[src/rtl/switch_pkg.sv]
// constants and carrier types for the octal switch serial fault logic
// Summary of operation
// wake input low or logic supply lost puts the block to sleep
// sleep clears command and status: outputs off, detection currents off
// controller commands all outputs off before dropping wake or supply
// status word shifts out on the same transfer as the command shifts in
// status bit is zero without fault, one on off-open or on-short/overheat
// controller tells fault type apart from the command bit sent before
// controller leaves more than 300 us between two command writes
// 32-bit frame returns eight zeros, eight faults, then the first word sent
// chip select rising applies the last sixteen received bits as command
// only frames of 16 plus a multiple of 8 clocks are taken
// overtemperature turns off only its own output and flags its status
// cooled output turns back on unless its command bit is now off
// load supply overvoltage forces all off; previous state resumes after
// open load is judged only on commanded-off outputs, per comparator
// detection current follows its enable bit, off at reset and sleep
// chip select rising starts fault filter; comparator used only after it
// open-load fault stays latched until the controller reads it
// shorted output retries after cooling until short clears or bit is off
// short faults report whatever the detection current enables are
// undervoltage on either supply turns all off; logic resets on recovery
// command bits 0-7 switch outputs on, bits 8-15 enable detection current
// status bits 8-15 read zero, bits 0-7 carry per-output faults
// words shift most significant bit first in both directions
// disabled detection current reports open-load fault as zero
package switch_pkg;

  localparam int          NUM_OUT         = 8;
  localparam int          WORD_BITS       = 16;
  localparam int          CLK_MHZ         = 40;
  // filter window sits inside the 100..300 us band
  localparam int          FAULT_FILTER_US = 200;
  localparam int          FAULT_FILTER_CYC = FAULT_FILTER_US * CLK_MHZ;
  localparam logic [15:0] CMD_RESET       = 16'h0000;
  localparam logic [7:0]  STATUS_PAD      = 8'h00;
  localparam logic [4:0]  FRAME_MIN_BITS  = 5'h10;
  localparam logic [4:0]  FRAME_WRAP_BITS = 5'h17;

  typedef struct packed {
    logic       cs_n;
    logic       sclk;
    logic       mosi;
    logic       wake;
    logic       logic_ok;
    logic       load_ov;
    logic       load_uv;
    logic [7:0] thermal_limit;
    logic [7:0] open_load;
  } pins_t;

  typedef struct packed {
    logic [7:0] ol_enable;
    logic [7:0] out_cmd;
  } cmd_t;

endpackage

[src/rtl/octal_switch_spi_fault_logic.sv]
// serial control, fault status and protection logic of an octal load switch
`timescale 1ns/1ps
module octal_switch_spi_fault_logic
  import switch_pkg::*;
#(
  parameter int FILTER_CYC = FAULT_FILTER_CYC
) (
  input  wire logic       clk,
  input  wire logic       rst_n,
  input  wire logic       ce,
  input  wire logic       cs_n,
  input  wire logic       sclk,
  input  wire logic       mosi,
  input  wire logic       wake,
  input  wire logic       logic_ok,
  input  wire logic       load_ov,
  input  wire logic       load_uv,
  input  wire logic [7:0] thermal_limit,
  input  wire logic [7:0] open_load,
  output logic            do_out,
  output logic            do_oe,
  output logic [7:0]      out_on,
  output logic [7:0]      ol_current_en
);

  localparam int TW = $clog2(FILTER_CYC + 1);

  // ********************************************************************
  // reset release and input synchronisers
  // ********************************************************************
  logic  [1:0] rst_pipe;
  logic        rst_sync_n;
  pins_t       pins_raw;
  pins_t       pins_meta;
  pins_t       pins;

  assign rst_sync_n = rst_pipe[1];
  assign pins_raw = '{cs_n: cs_n, sclk: sclk, mosi: mosi, wake: wake,
                      logic_ok: logic_ok, load_ov: load_ov,
                      load_uv: load_uv, thermal_limit: thermal_limit,
                      open_load: open_load};

  always_ff @(posedge clk or negedge rst_n) begin
    if (!rst_n) begin
      rst_pipe <= 2'h0;
    end else begin
      rst_pipe <= {rst_pipe[0], 1'b1};
    end
  end

  // pins idle high on chip select, low elsewhere
  always_ff @(posedge clk or negedge rst_sync_n) begin
    if (!rst_sync_n) begin
      pins_meta <= '{cs_n: 1'b1, default: '0};
      pins      <= '{cs_n: 1'b1, default: '0};
    end else if (ce) begin
      pins_meta <= pins_raw;
      pins      <= pins_meta;
    end
  end

  // ********************************************************************
  // edge detection and decoded conditions
  // ********************************************************************
  logic             cs_prev;
  logic             sclk_prev;
  logic             cs_rise;
  logic             cs_fall;
  logic             sclk_rise;
  logic             selected;
  logic             sleep;
  logic             frame_ok;
  logic             filter_done;
  logic [4:0]       bit_cnt;
  logic [4:0]       next_bit_cnt;
  logic [15:0]      shift;
  logic [15:0]      next_shift;
  cmd_t             cmd;
  cmd_t             next_cmd;
  logic [7:0]       fault;
  wire  [7:0]       fault_set;
  wire  [7:0]       next_fault;
  wire  [7:0]       next_out_on;
  wire  [7:0]       ol_armed;
  wire  [7:0]       short_hit;
  wire  [7:0]       drive_ok;
  logic [TW-1:0]    filter_cnt;
  logic [TW-1:0]    next_filter_cnt;

  assign cs_rise   = pins.cs_n & ~cs_prev;
  assign cs_fall   = ~pins.cs_n & cs_prev;
  assign sclk_rise = pins.sclk & ~sclk_prev & ~pins.cs_n;
  assign selected  = ~pins.cs_n;
  // sleep and undervoltage both hold command, status and outputs at their power-on values,
  // which also gives the reset on recovery
  assign sleep = ~pins.wake | ~pins.logic_ok | pins.load_uv;
  // counter wraps 23 -> 16, so 16 means 16 + 8k clocks
  assign frame_ok    = (bit_cnt == FRAME_MIN_BITS);
  assign filter_done = (filter_cnt == '0);

  // ********************************************************************
  // serial shift path: one register is both receiver and transmitter,
  // so after 16 clocks it echoes what came in
  // ********************************************************************
  assign next_shift =
      cs_fall   ? {STATUS_PAD, fault} :
      sclk_rise ? {shift[14:0], pins.mosi} :
                  shift;

  // five bits suffice because the count folds back after 23
  assign next_bit_cnt =
      cs_fall                                   ? 5'h00 :
      (sclk_rise && bit_cnt == FRAME_WRAP_BITS) ? FRAME_MIN_BITS :
      sclk_rise                                 ? bit_cnt + 5'h01 :
                                                  bit_cnt;

  // ********************************************************************
  // command latch
  // ********************************************************************
  // the last sixteen bits win: longer frames push the first word out
  assign next_cmd =
      sleep                ? cmd_t'(CMD_RESET) :
      (cs_rise && frame_ok) ? cmd_t'(shift) :
                             cmd;

  // ********************************************************************
  // fault filter and status latch
  // ********************************************************************
  // any chip select rise restarts the filter, a rejected frame too;
  // one timer shared by all outputs keeps the area down
  assign next_filter_cnt =
      cs_rise      ? TW'(FILTER_CYC) :
      !filter_done ? filter_cnt - TW'(1) :
                     filter_cnt;

  // ********************************************************************
  // per-output fault and drive
  // ********************************************************************
  for (genvar ch = 0; ch < NUM_OUT; ch++) begin : g_chan
    // open load is judged only on an off output with its current on,
    // and only once the filter has run out after the last command
    assign ol_armed[ch]    = filter_done & ~cmd.out_cmd[ch]
                             & cmd.ol_enable[ch];
    // a short shows as overheating of an output that is on; it is
    // reported whatever the detection current enable says
    assign short_hit[ch]   = cmd.out_cmd[ch]
                             & pins.thermal_limit[ch];
    assign fault_set[ch]   = (ol_armed[ch] & pins.open_load[ch])
                             | short_hit[ch];
    // a read clears the latch, but an event in that cycle still sets it
    assign next_fault[ch]  = ~sleep & (fault_set[ch]
                             | (fault[ch] & ~cs_fall));
    // thermal gate per output, overvoltage gate shared by all outputs;
    // the command is kept, so each output resumes once the gate opens
    assign drive_ok[ch]    = ~pins.thermal_limit[ch] & ~pins.load_ov;
    assign next_out_on[ch] = ~sleep & next_cmd.out_cmd[ch]
                             & drive_ok[ch];

  end

  always_ff @(posedge clk or negedge rst_sync_n) begin
    if (!rst_sync_n) begin
      cs_prev    <= 1'b1;
      sclk_prev  <= 1'b0;
      bit_cnt    <= 5'h00;
      shift      <= 16'h0000;
      filter_cnt <= '0;
      cmd        <= cmd_t'(CMD_RESET);
      fault      <= 8'h00;
    end else if (ce) begin
      cs_prev    <= pins.cs_n;
      sclk_prev  <= pins.sclk;
      bit_cnt    <= next_bit_cnt;
      shift      <= next_shift;
      filter_cnt <= next_filter_cnt;
      cmd        <= next_cmd;
      fault      <= next_fault;
    end
  end

  // ********************************************************************
  // registered outputs
  // ********************************************************************
  // the thermal cut passes the input synchroniser; in silicon it is analog
  // data out is only meaningful while selected; outside frames the
  // enable is low and the line level does not matter
  always_ff @(posedge clk or negedge rst_sync_n) begin
    if (!rst_sync_n) begin
      do_out        <= 1'b0;
      do_oe         <= 1'b0;
      out_on        <= 8'h00;
      ol_current_en <= 8'h00;
    end else if (ce) begin
      do_out        <= next_shift[15];
      do_oe         <= selected;
      out_on        <= next_out_on;
      ol_current_en <= sleep ? 8'h00 : next_cmd.ol_enable;
    end
  end
endmodule

[config.mk]
export PLATFORM = sky130hd
export DESIGN_NAME = octal_switch_spi_fault_logic
export DESIGN_NICKNAME = d
export VERILOG_FILES = /design/src/rtl/switch_pkg.sv /design/src/rtl/octal_switch_spi_fault_logic.sv
export SDC_FILE = /design/constraint.sdc
export NUM_CORES = 1
export LEC_CHECK = 0
export BUFFER_PORTS_ARGS = -buffer_cell sky130_fd_sc_hd__clkbuf_2
export CORE_MARGIN = 2
export CORE_UTILIZATION = 59
export DETAILED_ROUTE_END_ITERATION = 16
export PLACE_DENSITY_LB_ADDON = 0.1
export SLEW_MARGIN = 10
export SYNTH_ARGS = -nofsm -noshare
export SYNTH_HDL_FRONTEND = slang
export SYNTH_SLANG_ARGS = --single-unit
export TNS_END_PERCENT = 30
[constraint.sdc]
create_clock -name clk -period 3.99 [get_ports clk]
set_input_delay 0.1995 -clock clk [delete_from_list [all_inputs] [get_ports clk]]
set_output_delay 0.1995 -clock clk [all_outputs]
set_load 0.1 [all_outputs]
; Word-level counts from Yosys, hierarchy flattened
; Index checks and enable logic that the tools add are counted.
[totals]
wordCells = 172
reg_bits = 125
[classes]
eq_ne = 3
reduce_logical = 8
add_sub_neg = 2
bitwise = 118
muxes = 10
[ops]
columns = op, n
row1 = 1-bit bitwise AND, 76
row2 = 16-bit 2-to-1 mux, 4
row3 = 13-bit 2-to-1 mux, 2
row4 = 1-bit inverter, 24
row5 = 1-bit OR, 18
row6 = 5-bit 2-to-1 mux, 3
row7 = 13-bit logical NOT, 1
row8 = 13-bit by 1-bit subtractor with 13-bit output (second input constant), 1
row9 = 5-bit == test (second input constant), 2
row10 = 8-bit 2-to-1 mux, 1
row11 = 2-bit AND reduction, 3
row12 = 5-bit by 1-bit adder with 5-bit output (second input constant), 1
row13 = 3-bit nonzero test, 1
row14 = 1-bit logical AND, 2
row15 = 2-bit != test (second input constant), 1
row16 = 2-bit nonzero test, 1

; Longest topological paths before layout
; Gate-level depths: netlist (run 1).
[logic_depth]
word_depth = 7
depth_mapped = 7
ltp_nobuf = 6

; Least setup slack after synthesis (run 1)
; Ideal clock, no wire load.
[synth_timing]
kind = register -> register
start = register filter_cnt[5]
end = register filter_cnt[1]
setup_slack_ps = 2001
period_less_slack_ps = 1989
t_arrival_ps = 1908
stages_incl_launch_ff = 6
setup_time_ps = 80
n_path_buf = 1
required_time_ps = 3910
cell_sequence = dfrtp_1 > or4_4 > buf_6 > or4b_4 > or3_1 > o211ai_2
[synth_via]
elab_chain_len = 3
[synth_lines]
columns = item, line_no
row1 = from (decl), octal_switch_spi_fault_logic.sv:87  ; logic [TW-1:0] filter_cnt;
row2 = from (signal assigned), octal_switch_spi_fault_logic.sv:175  ; filter_cnt <= next_filter_cnt;
row3 = 13-bit logical NOT, octal_switch_spi_fault_logic.sv:99  ; assign filter_done = (filter_cnt == '0);
row4 = 2-bit != test (no line), -
row5 = 2-bit AND reduction (no line), -
; Every way passes these cells.
; A chain may end at the register's enable or synchronous reset.

; Final worst setup path (run 1)
[layout_timing]
start = register filter_cnt[1]
end = register filter_cnt[4]
[layout_via]
elab_chain_len = 3
elab_cells_between_ends = 6
classes_between = add/sub: 1 / eq/ne: 1 / mux: 2 / reduce/logical: 2
[layout_lines]
columns = item, line_no
row1 = 13-bit by 1-bit subtractor with 13-bit output / 13-bit logical NOT (equally long branches), "octal_switch_spi_fault_logic.sv:133, octal_switch_spi_fault_logic.sv:99"
row2 = 13-bit 2-to-1 mux / 2-bit != test (equally long branches), -
row3 = 13-bit 2-to-1 mux / 2-bit AND reduction (equally long branches), -
; Several ways; a longest one is shown, not always the timed one. The select of a mux whose other input is x is not followed.

==> results of run 1 <==
## layout by cell type, fill, tap and decap left out, types with 2 or more instances in the layout
cell | Yosys | layout
mux2i_1 | 25 | 25
nor2b_1 | 4 | 4
a22oi_1 | 10 | 10
a21oi_1 | 18 | 18
or3_1 | 4 | 4
mux2_2 | 44 | 44
dfrtp_1 | 114 | 113
nor3b_1 | 2 | 2
buf_4 | 9 | 7
clkbuf_2 | 0 | 43
bufinv_16 | 0 | 4
clkbuf_16 | 0 | 16
dlygate4sd3_1 | 0 | 25
ha_1 | 4 | 4
and2_1 | 3 | 3
o22ai_1 | 2 | 2
nand4b_1 | 5 | 5
nor4_1 | 2 | 2
or4_2 | 2 | 2
o21a_1 | 2 | 2
clkbuf_8 | 1 | 2
nand3_1 | 10 | 10
xnor2_1 | 2 | 2
clkinvlp_4 | 0 | 3
nor2_1 | 13 | 13
clkinv_2 | 0 | 4
a21o_1 | 2 | 2
o21ai_0 | 31 | 31
nor3_1 | 3 | 3
nand2_1 | 43 | 43
nand3b_1 | 3 | 3
or4_1 | 4 | 4
o32ai_1 | 8 | 8
dfstp_2 | 3 | 3
nand4_1 | 2 | 2
inv_1 | 20 | 20
o2bb2ai_1 | 6 | 6
## synthesized netlist by cell type, drive strengths merged (8+ instances only)
cell	count
mux2	44
o21ai	32
buf	15
a21oi	18
nand3	10
mux2i	25
clkbuf	14
nor2	13
o32ai	8
dfrtp	114
inv	20
a22oi	10
nand2	43
## how the worst max path moves through the flow
stage	startpoint	end	slack (ns)	cells past startpoint
finish	filter_cnt[1]	filter_cnt[4]	1.46	6
global route	filter_cnt[1]	filter_cnt[4]	1.23	6
CTS	filter_cnt[1]	filter_cnt[4]	1.39	6
detailed placement	filter_cnt[1]	filter_cnt[1]	1.50	6
global placement	filter_cnt[1]	fault[2]	1.66	6
floorplan	rst_pipe[1]	bit_cnt[0]	0.49	0
## power groups by stage
stage | sequential (mW) | clock [mW] | combinational, mW
2_1_floorplan | 1.47 | 0 | 0.316
3_3_place_gp | 1.49 | 0 | 0.385
3_5_place_dp | 1.50 | 0 | 0.398
4_1_cts | 1.48 | 1.59 | 0.424
5_1_grt | 1.51 | 1.64 | 0.474
6_report | 1.49 | 1.56 | 0.422
## registers in the layout, summed over array words and instances, names as in the netlist, 2 cells and up
signal and cells:
filter_cnt 13, pins 23, pins_meta 23, out_on 8, fault 8, shift 15
bit_cnt 5, rst_pipe 2, cmd 9, ol_current_en 7
## cells by family after synthesis
| family | after synthesis | synth area share (%) |
|---|---|---|
| multiplexers | 69 | 14.5 |
| other | 1 | 0.0729 |
| flip-flops | 117 | 57.0 |
| AND/OR/NAND/NOR | 110 | 11.7 |
| AO/OA/AOI/OAI | 87 | 10.7 |
| XOR/XNOR | 2 | 0.340 |
| buffers and inverters | 49 | 4.72 |
| adder cells (fa/ha/maj) | 4 | 0.973 |
## per-layer routing
layer	up-vias	part of all wire [%]
met5	-	0
met4	0	1.2
met3	15	4.9
met2	108	47
met1	1845	47
li1	1703	-
## repair_timing
action	CTS	global route
setup buffers	0	0
hold buffers	25	0
resized for setup	0	0
endpoints found under the hold margin	25	0
## layout make-up
type	instances	area, um2
Sequential cell	117	2940
Fill cell	619	2340
Multi-Input combinational cell	273	1980
Timing Repair Buffer	75	518
Clock buffer	19	432
Clock inverter	13	180
Tap cell	108	135
Inverter	20	75.1
## critical path: stages, from the launching register on
cell	delay, ns
dfrtp_1	0.38
inv_1	0.13
ha_1	0.18
nor3b_1	0.44
nor4b_4	0.86
o21ai_0	0.25
a21oi_1	0.20
==> flow_metrics.env, run 1 <==
export IMPL_fmax_mhz=395
export IMPL_ant_nets=0
export IMPL_hold_path_startpoint="ce"
export IMPL_period_needed_ns=2.53
export IMPL_worst_setup_path_end_kind="register"
export IMPL_max_slew_margin_pct=36.9
export IMPL_htreeDepth=4
export IMPL_finalNonFillerCells=625
export IMPL_yosysWarnings=0
export IMPL_clkPwrFrac_pct=45.0
export IMPL_power_frac_seq_pct=42.8
export IMPL_clockRootBuffer="clkbuf_8"
export IMPL_dp_hpwl_um=6690
export IMPL_insertion_delay_ns=0.51
export IMPL_synthCells=439
export IMPL_cts_inserted_buffers=17
export IMPL_fp_dieW_um=97.4
export IMPL_drc_errors=0
export IMPL_comb_power_share_pct=12.2
export IMPL_outcome="complete, no violations"
export IMPL_gp_congestion=0.828
export IMPL_drv_slew=0
export IMPL_routed_wl_um=10600
export IMPL_finalClockSkew_ns=0.00793
export IMPL_routed_via_density=5.87
export IMPL_place_inst=568
export IMPL_synth_cell_types=53
export IMPL_min_path_cells=3
export IMPL_switchingPower_uw=904
export IMPL_grt_pass1_wl_um=17900
export IMPL_synth_edf_count=0
export IMPL_hold_viol_final=0
export IMPL_r2r_start="filter_cnt[1]"
export IMPL_routedWlPerCell_um=16.9
export IMPL_drt_initial_drc_count=211
export IMPL_dp_slack_ns=1.50
export IMPL_max_cap_violations=0
export IMPL_busiest_layer="met1"
export IMPL_cts_sinks=117
export IMPL_start_util_pct=59.9
export IMPL_r2r_cells=6
export IMPL_ios=44
export IMPL_rr_endpoint="filter_cnt[4]"
export IMPL_crit_path_max_fanout=17
export IMPL_core_um2=8590
export IMPL_drtPass1Iterations=5
export IMPL_syn_avg_cell_area_um2=11.7
export IMPL_die_h_um=97.4
export IMPL_worstSetupStartpointType="register"
export IMPL_syn_cell_area_um2=5150
export IMPL_postSynth_asyncResetShare_pct=100
export IMPL_layout_drive_gt1_share_pct=26.7
export IMPL_synthTopCellsByArea="dfrtp_1 (55%), mux2_2 (9.6%), mux2i_1 (4.9%)"
export IMPL_p_per_area_nw_per_um2=555
export IMPL_hold_class="input port to register"
export IMPL_fin_crit_sh_pct=63.4
export IMPL_synth_ff_type="dfrtp_1"
export IMPL_portBuffers=43
export IMPL_cts_tree="yes"
export IMPL_row_count=34
export IMPL_grt_max_degree=47
export IMPL_dpl_cell_area_um2=5390
export IMPL_synth_top_cell_area_share_pct=55.4
export IMPL_peakVddDrop_mv=0.467
export IMPL_reg2reg_setup_slack_ns=1.46
export IMPL_antenna_found_initial=0
export IMPL_grt_ovfl_total=0
export IMPL_dr_total_vias=3671
export IMPL_dieArea_um2=9490
export IMPL_synth_fp_nets=469
export IMPL_synth_largest_area_cell="dfrtp_1"
export IMPL_grtUsageTotal_pct=23.7
export IMPL_final_cell_area_um2=6250
export IMPL_syn2layout_area_growth_pct=21.5
export IMPL_synth_seq_cells=117
export IMPL_total_leakage_power_nw=2.80
export IMPL_setup_tns_ns=0
export IMPL_cp_data_arrival_time_ns=2.95
export IMPL_ys_seq_area_share_pct=57.0
export IMPL_clk_pin_slew_ns=0.06
export IMPL_rsz0062_at_grt="no"
export IMPL_final_nets=534
export IMPL_hold_path_end="pins[21]"
export IMPL_met1_usage_pct=35.4
export IMPL_tightest_slew_ns=0.942
export IMPL_swShare_pct=26.1
export IMPL_clock_path_buffers=2
export IMPL_p_int_mw=2.57
export IMPL_setup_viol_count_final=0
export IMPL_worst_endpoint_required_ns=4.41
export IMPL_worstSetupPathType="register to register"
export IMPL_setup_ws_ns=1.46
export IMPL_grt_pass1_vias=3613
export IMPL_hold_ws_ns=0.263
export IMPL_insertedDiodeCount=0
export IMPL_grt_use_met2_pct=34.1
export IMPL_power_mw=3.47
export IMPL_utilization_pct=72.7
export IMPL_use_met3_pct=6.04
Power figures use the tool's default switching activity.
==> inputs of run 2 (changes only) <==
--- a/config.mk
+++ b/config.mk
@@ -5,9 +5,10 @@
 export SDC_FILE = /design/constraint.sdc
 export NUM_CORES = 1
 export LEC_CHECK = 0
+export ABC_AREA = 1
 export BUFFER_PORTS_ARGS = -buffer_cell sky130_fd_sc_hd__clkbuf_2
 export CORE_MARGIN = 2
-export CORE_UTILIZATION = 59
+export CORE_UTILIZATION = 54
 export DETAILED_ROUTE_END_ITERATION = 16
 export PLACE_DENSITY_LB_ADDON = 0.1
 export SLEW_MARGIN = 10
==> constraint.sdc (replaced) <==
create_clock -name clk -period 2.32 [get_ports clk]
set_input_delay 0.116 -clock clk [delete_from_list [all_inputs] [get_ports clk]]
set_output_delay 0.116 -clock clk [all_outputs]
set_load 0.1 [all_outputs]
==> flow_metrics.env, run 2 <==
export IMPL_outcome="complete, no violations"
export IMPL_max_slew_margin_pct=48.9
export IMPL_synth_ff_type="dfrtp_1"
export IMPL_mostFrequentLayoutCells="nand2_1 (216), dfrtp_1 (113), inv_1 (63), o21ai_0 (53), nand3_1 (47)"
export IMPL_setup_ws_ns=0.550
export IMPL_fp_dieW_um=104
export IMPL_row_count=36
export IMPL_rsz0062_at_grt="no"
export IMPL_ctsHoldBuffers=26
export IMPL_cp_data_arrival_time_ns=2.19
export IMPL_cp_slowest_cell="dfstp_2"
export IMPL_worst_setup_path_end_kind="register"
export IMPL_clk_pin_slew_ns=0.06
export IMPL_place_inst=790
export IMPL_total_leakage_power_nw=3.29
export IMPL_finalClockSkew_ns=0.00818
export IMPL_grt_max_degree=50
export IMPL_seq_area_um2=2940
export IMPL_ant_nets=0
export IMPL_syn_avg_cell_area_um2=8.45
export IMPL_worstSetupPathType="register to register"
export IMPL_multiInputGateArea_um2=2000
export IMPL_dp_slack_ns=0.589
export IMPL_setup_viol_count_final=0
export IMPL_post_cts_setup_buffer_count=0
export IMPL_drt_initial_drc_count=306
export IMPL_cp_top_family="compound AO/OA/AOI/OAI gates"
export IMPL_grt_pass1_vias=4318
export IMPL_grt_ovfl_total=0
export IMPL_postCtsResizedCells=0
export IMPL_drc_errors=0
export IMPL_period_needed_ns=1.77
export IMPL_syn_cell_area_um2=5380
export IMPL_routed_wl_um=12100
export IMPL_hold_viol_final=0
export IMPL_synth_largest_area_cell="dfrtp_1"
export IMPL_crit_path_max_fanout=18
export IMPL_fmax_mhz=565
export IMPL_cts_inserted_buffers=17
export IMPL_synth_fp_nets=666
export IMPL_synthCells=636
export IMPL_synth_edf_count=0
export IMPL_die_h_um=104
export IMPL_core_um2=9730
export IMPL_layout_drive_gt1_share_pct=14.8
export IMPL_max_cap_violations=0
export IMPL_utilization_pct=67.3
export IMPL_synthTopCellsByCount="nand2_1 (216), dfrtp_1 (114), inv_1 (63)"
export IMPL_synth_cell_types=37
export IMPL_hold_class="register to asynchronous set/reset pin"
export IMPL_synthTopCellsByArea="dfrtp_1 (53%), nand2_1 (15%), o21ai_0 (4.9%)"
export IMPL_routedWlPerCell_um=14.2
export IMPL_drv_slew=0
export IMPL_start_util_pct=55.3
export IMPL_postSynth_asyncResetShare_pct=100
export IMPL_layout_commonest_cell="nand2_1"
export IMPL_clockRootBuffer="clkbuf_8"
export IMPL_drtPass1Iterations=5
export IMPL_routed_via_density=5.13
export IMPL_synth_seq_cells=117
export IMPL_dr_total_vias=4354
export IMPL_gp_congestion=0.845
export IMPL_final_cell_area_um2=6550
export IMPL_fin_crit_sh_pct=76.3
export IMPL_r2r_start="cs_prev"
export IMPL_finalNonFillerCells=848
export IMPL_clock_path_buffers=2
export IMPL_insertion_delay_ns=0.53
export IMPL_grtUsageTotal_pct=24.6
export IMPL_setup_tns_ns=0
export IMPL_synth_top_cell_area_share_pct=53.1
export IMPL_crit_buf_inv=2
export IMPL_crit_chain="inv_2 -> a21oi_4 -> clkinv_1 -> a21oi_1 -> nor3_1"
export IMPL_dieArea_um2=10800
export IMPL_cts_tree="yes"
export IMPL_ios=44
export IMPL_fillers=827
export IMPL_insertedDiodeCount=0
export IMPL_largestRegisters="pins (23), pins_meta (23), shift (15)"
export IMPL_dpl_cell_area_um2=5660
export IMPL_yosysMostFrequentCell="nand2_1"
export IMPL_worstSetupStartpointType="register"
export IMPL_tightest_slew_ns=0.761
export IMPL_worst_path_largest_cell_delay_ns=0.54
export IMPL_worst_endpoint_required_ns=2.74
export IMPL_grt_pass1_wl_um=20700
export IMPL_antenna_found_initial=0
export IMPL_peakVddDrop_mv=0.614
export IMPL_portBuffers=43
export IMPL_cts_sinks=117
export IMPL_final_nets=732
export IMPL_startpoint="cs_prev"
export IMPL_dp_hpwl_um=7980
export IMPL_p_per_area_nw_per_um2=994
export IMPL_yosysWarnings=0
export IMPL_syn2layout_area_growth_pct=21.8
export IMPL_htreeDepth=4
export IMPL_ys_seq_area_share_pct=54.5
## run 2: cell types whose count changed in the layout (fill, tap and decap cells not counted), sizes merged, moves of 8 or more
cell and change:
o32ai -8, nand3 +39, mux2i -25, inv +46, nor2 +9, nand2 +176, mux2 -44, o21ai +30
## run 2: logic make-up after synthesis
group / Yosys count / synth area share (%)
compound gates: 102 / 11.1
xor+xnor: 4 / 0.652
fa+ha+maj: 4 / 0.931
buf+inv: 101 / 8.31
flops: 117 / 54.5
other cells: 1 / 0.0697
simple gates: 307 / 24.4
## run 2: cell type report
type / count / area share [%]
Multi-Input combinational cell: 418 / 30.5
Timing Repair Buffer: 79 / 8.60
Tap cell: 133 / 2.54
Sequential cell: 117 / 44.8
Clock inverter: 9 / 2.26
Inverter: 69 / 3.96
Clock buffer: 23 / 7.28
## run 2: path summary, 6_finish.rpt
path | to | slack (ns) | cells after the start
min in group clk | pins_meta[20] | 0.32 | 4
max in group asynchronous | shift[13] | 1.23 | 1
setup / recovery | bit_cnt[3] | 0.55 | 5
hold reg to reg | pins_meta[20] | 0.28 | 0
hold / removal | pins_meta[20] | 0.28 | 0
setup reg to reg | bit_cnt[3] | 0.55 | 5
## run 2: worst reg2reg max path: stages (launching register included)
cell,delay [ns]
dfstp_2,0.54
inv_2,0.07
a21oi_4,0.38
clkinv_1,0.37
a21oi_1,0.22
nor3_1,0.07
## run 2: power breakdown
group          internal (mW)  switching (mW)
logic                  0.407           0.770
registers               2.34           0.241
clock network           1.85           0.899
total                   4.60            1.91
## run 2: layer usage
layer  share of wire, %  vias up  GRT usage [%]
li1                   -     2170              -
met1                 45     2080           31.2
met2                 49       87           39.8
met3                4.8       17           7.93
met4                1.6        0           8.69
met5                  0        -              0
## run 2: through the flow
step	power, mW	hold slack [ns]
2_1_floorplan	3.46	-0.180
3_3_place_gp	3.70	-0.0987
3_5_place_dp	3.75	-0.0937
4_1_cts	6.54	0.306
5_1_grt	6.87	0.323
6_report	6.51	0.283
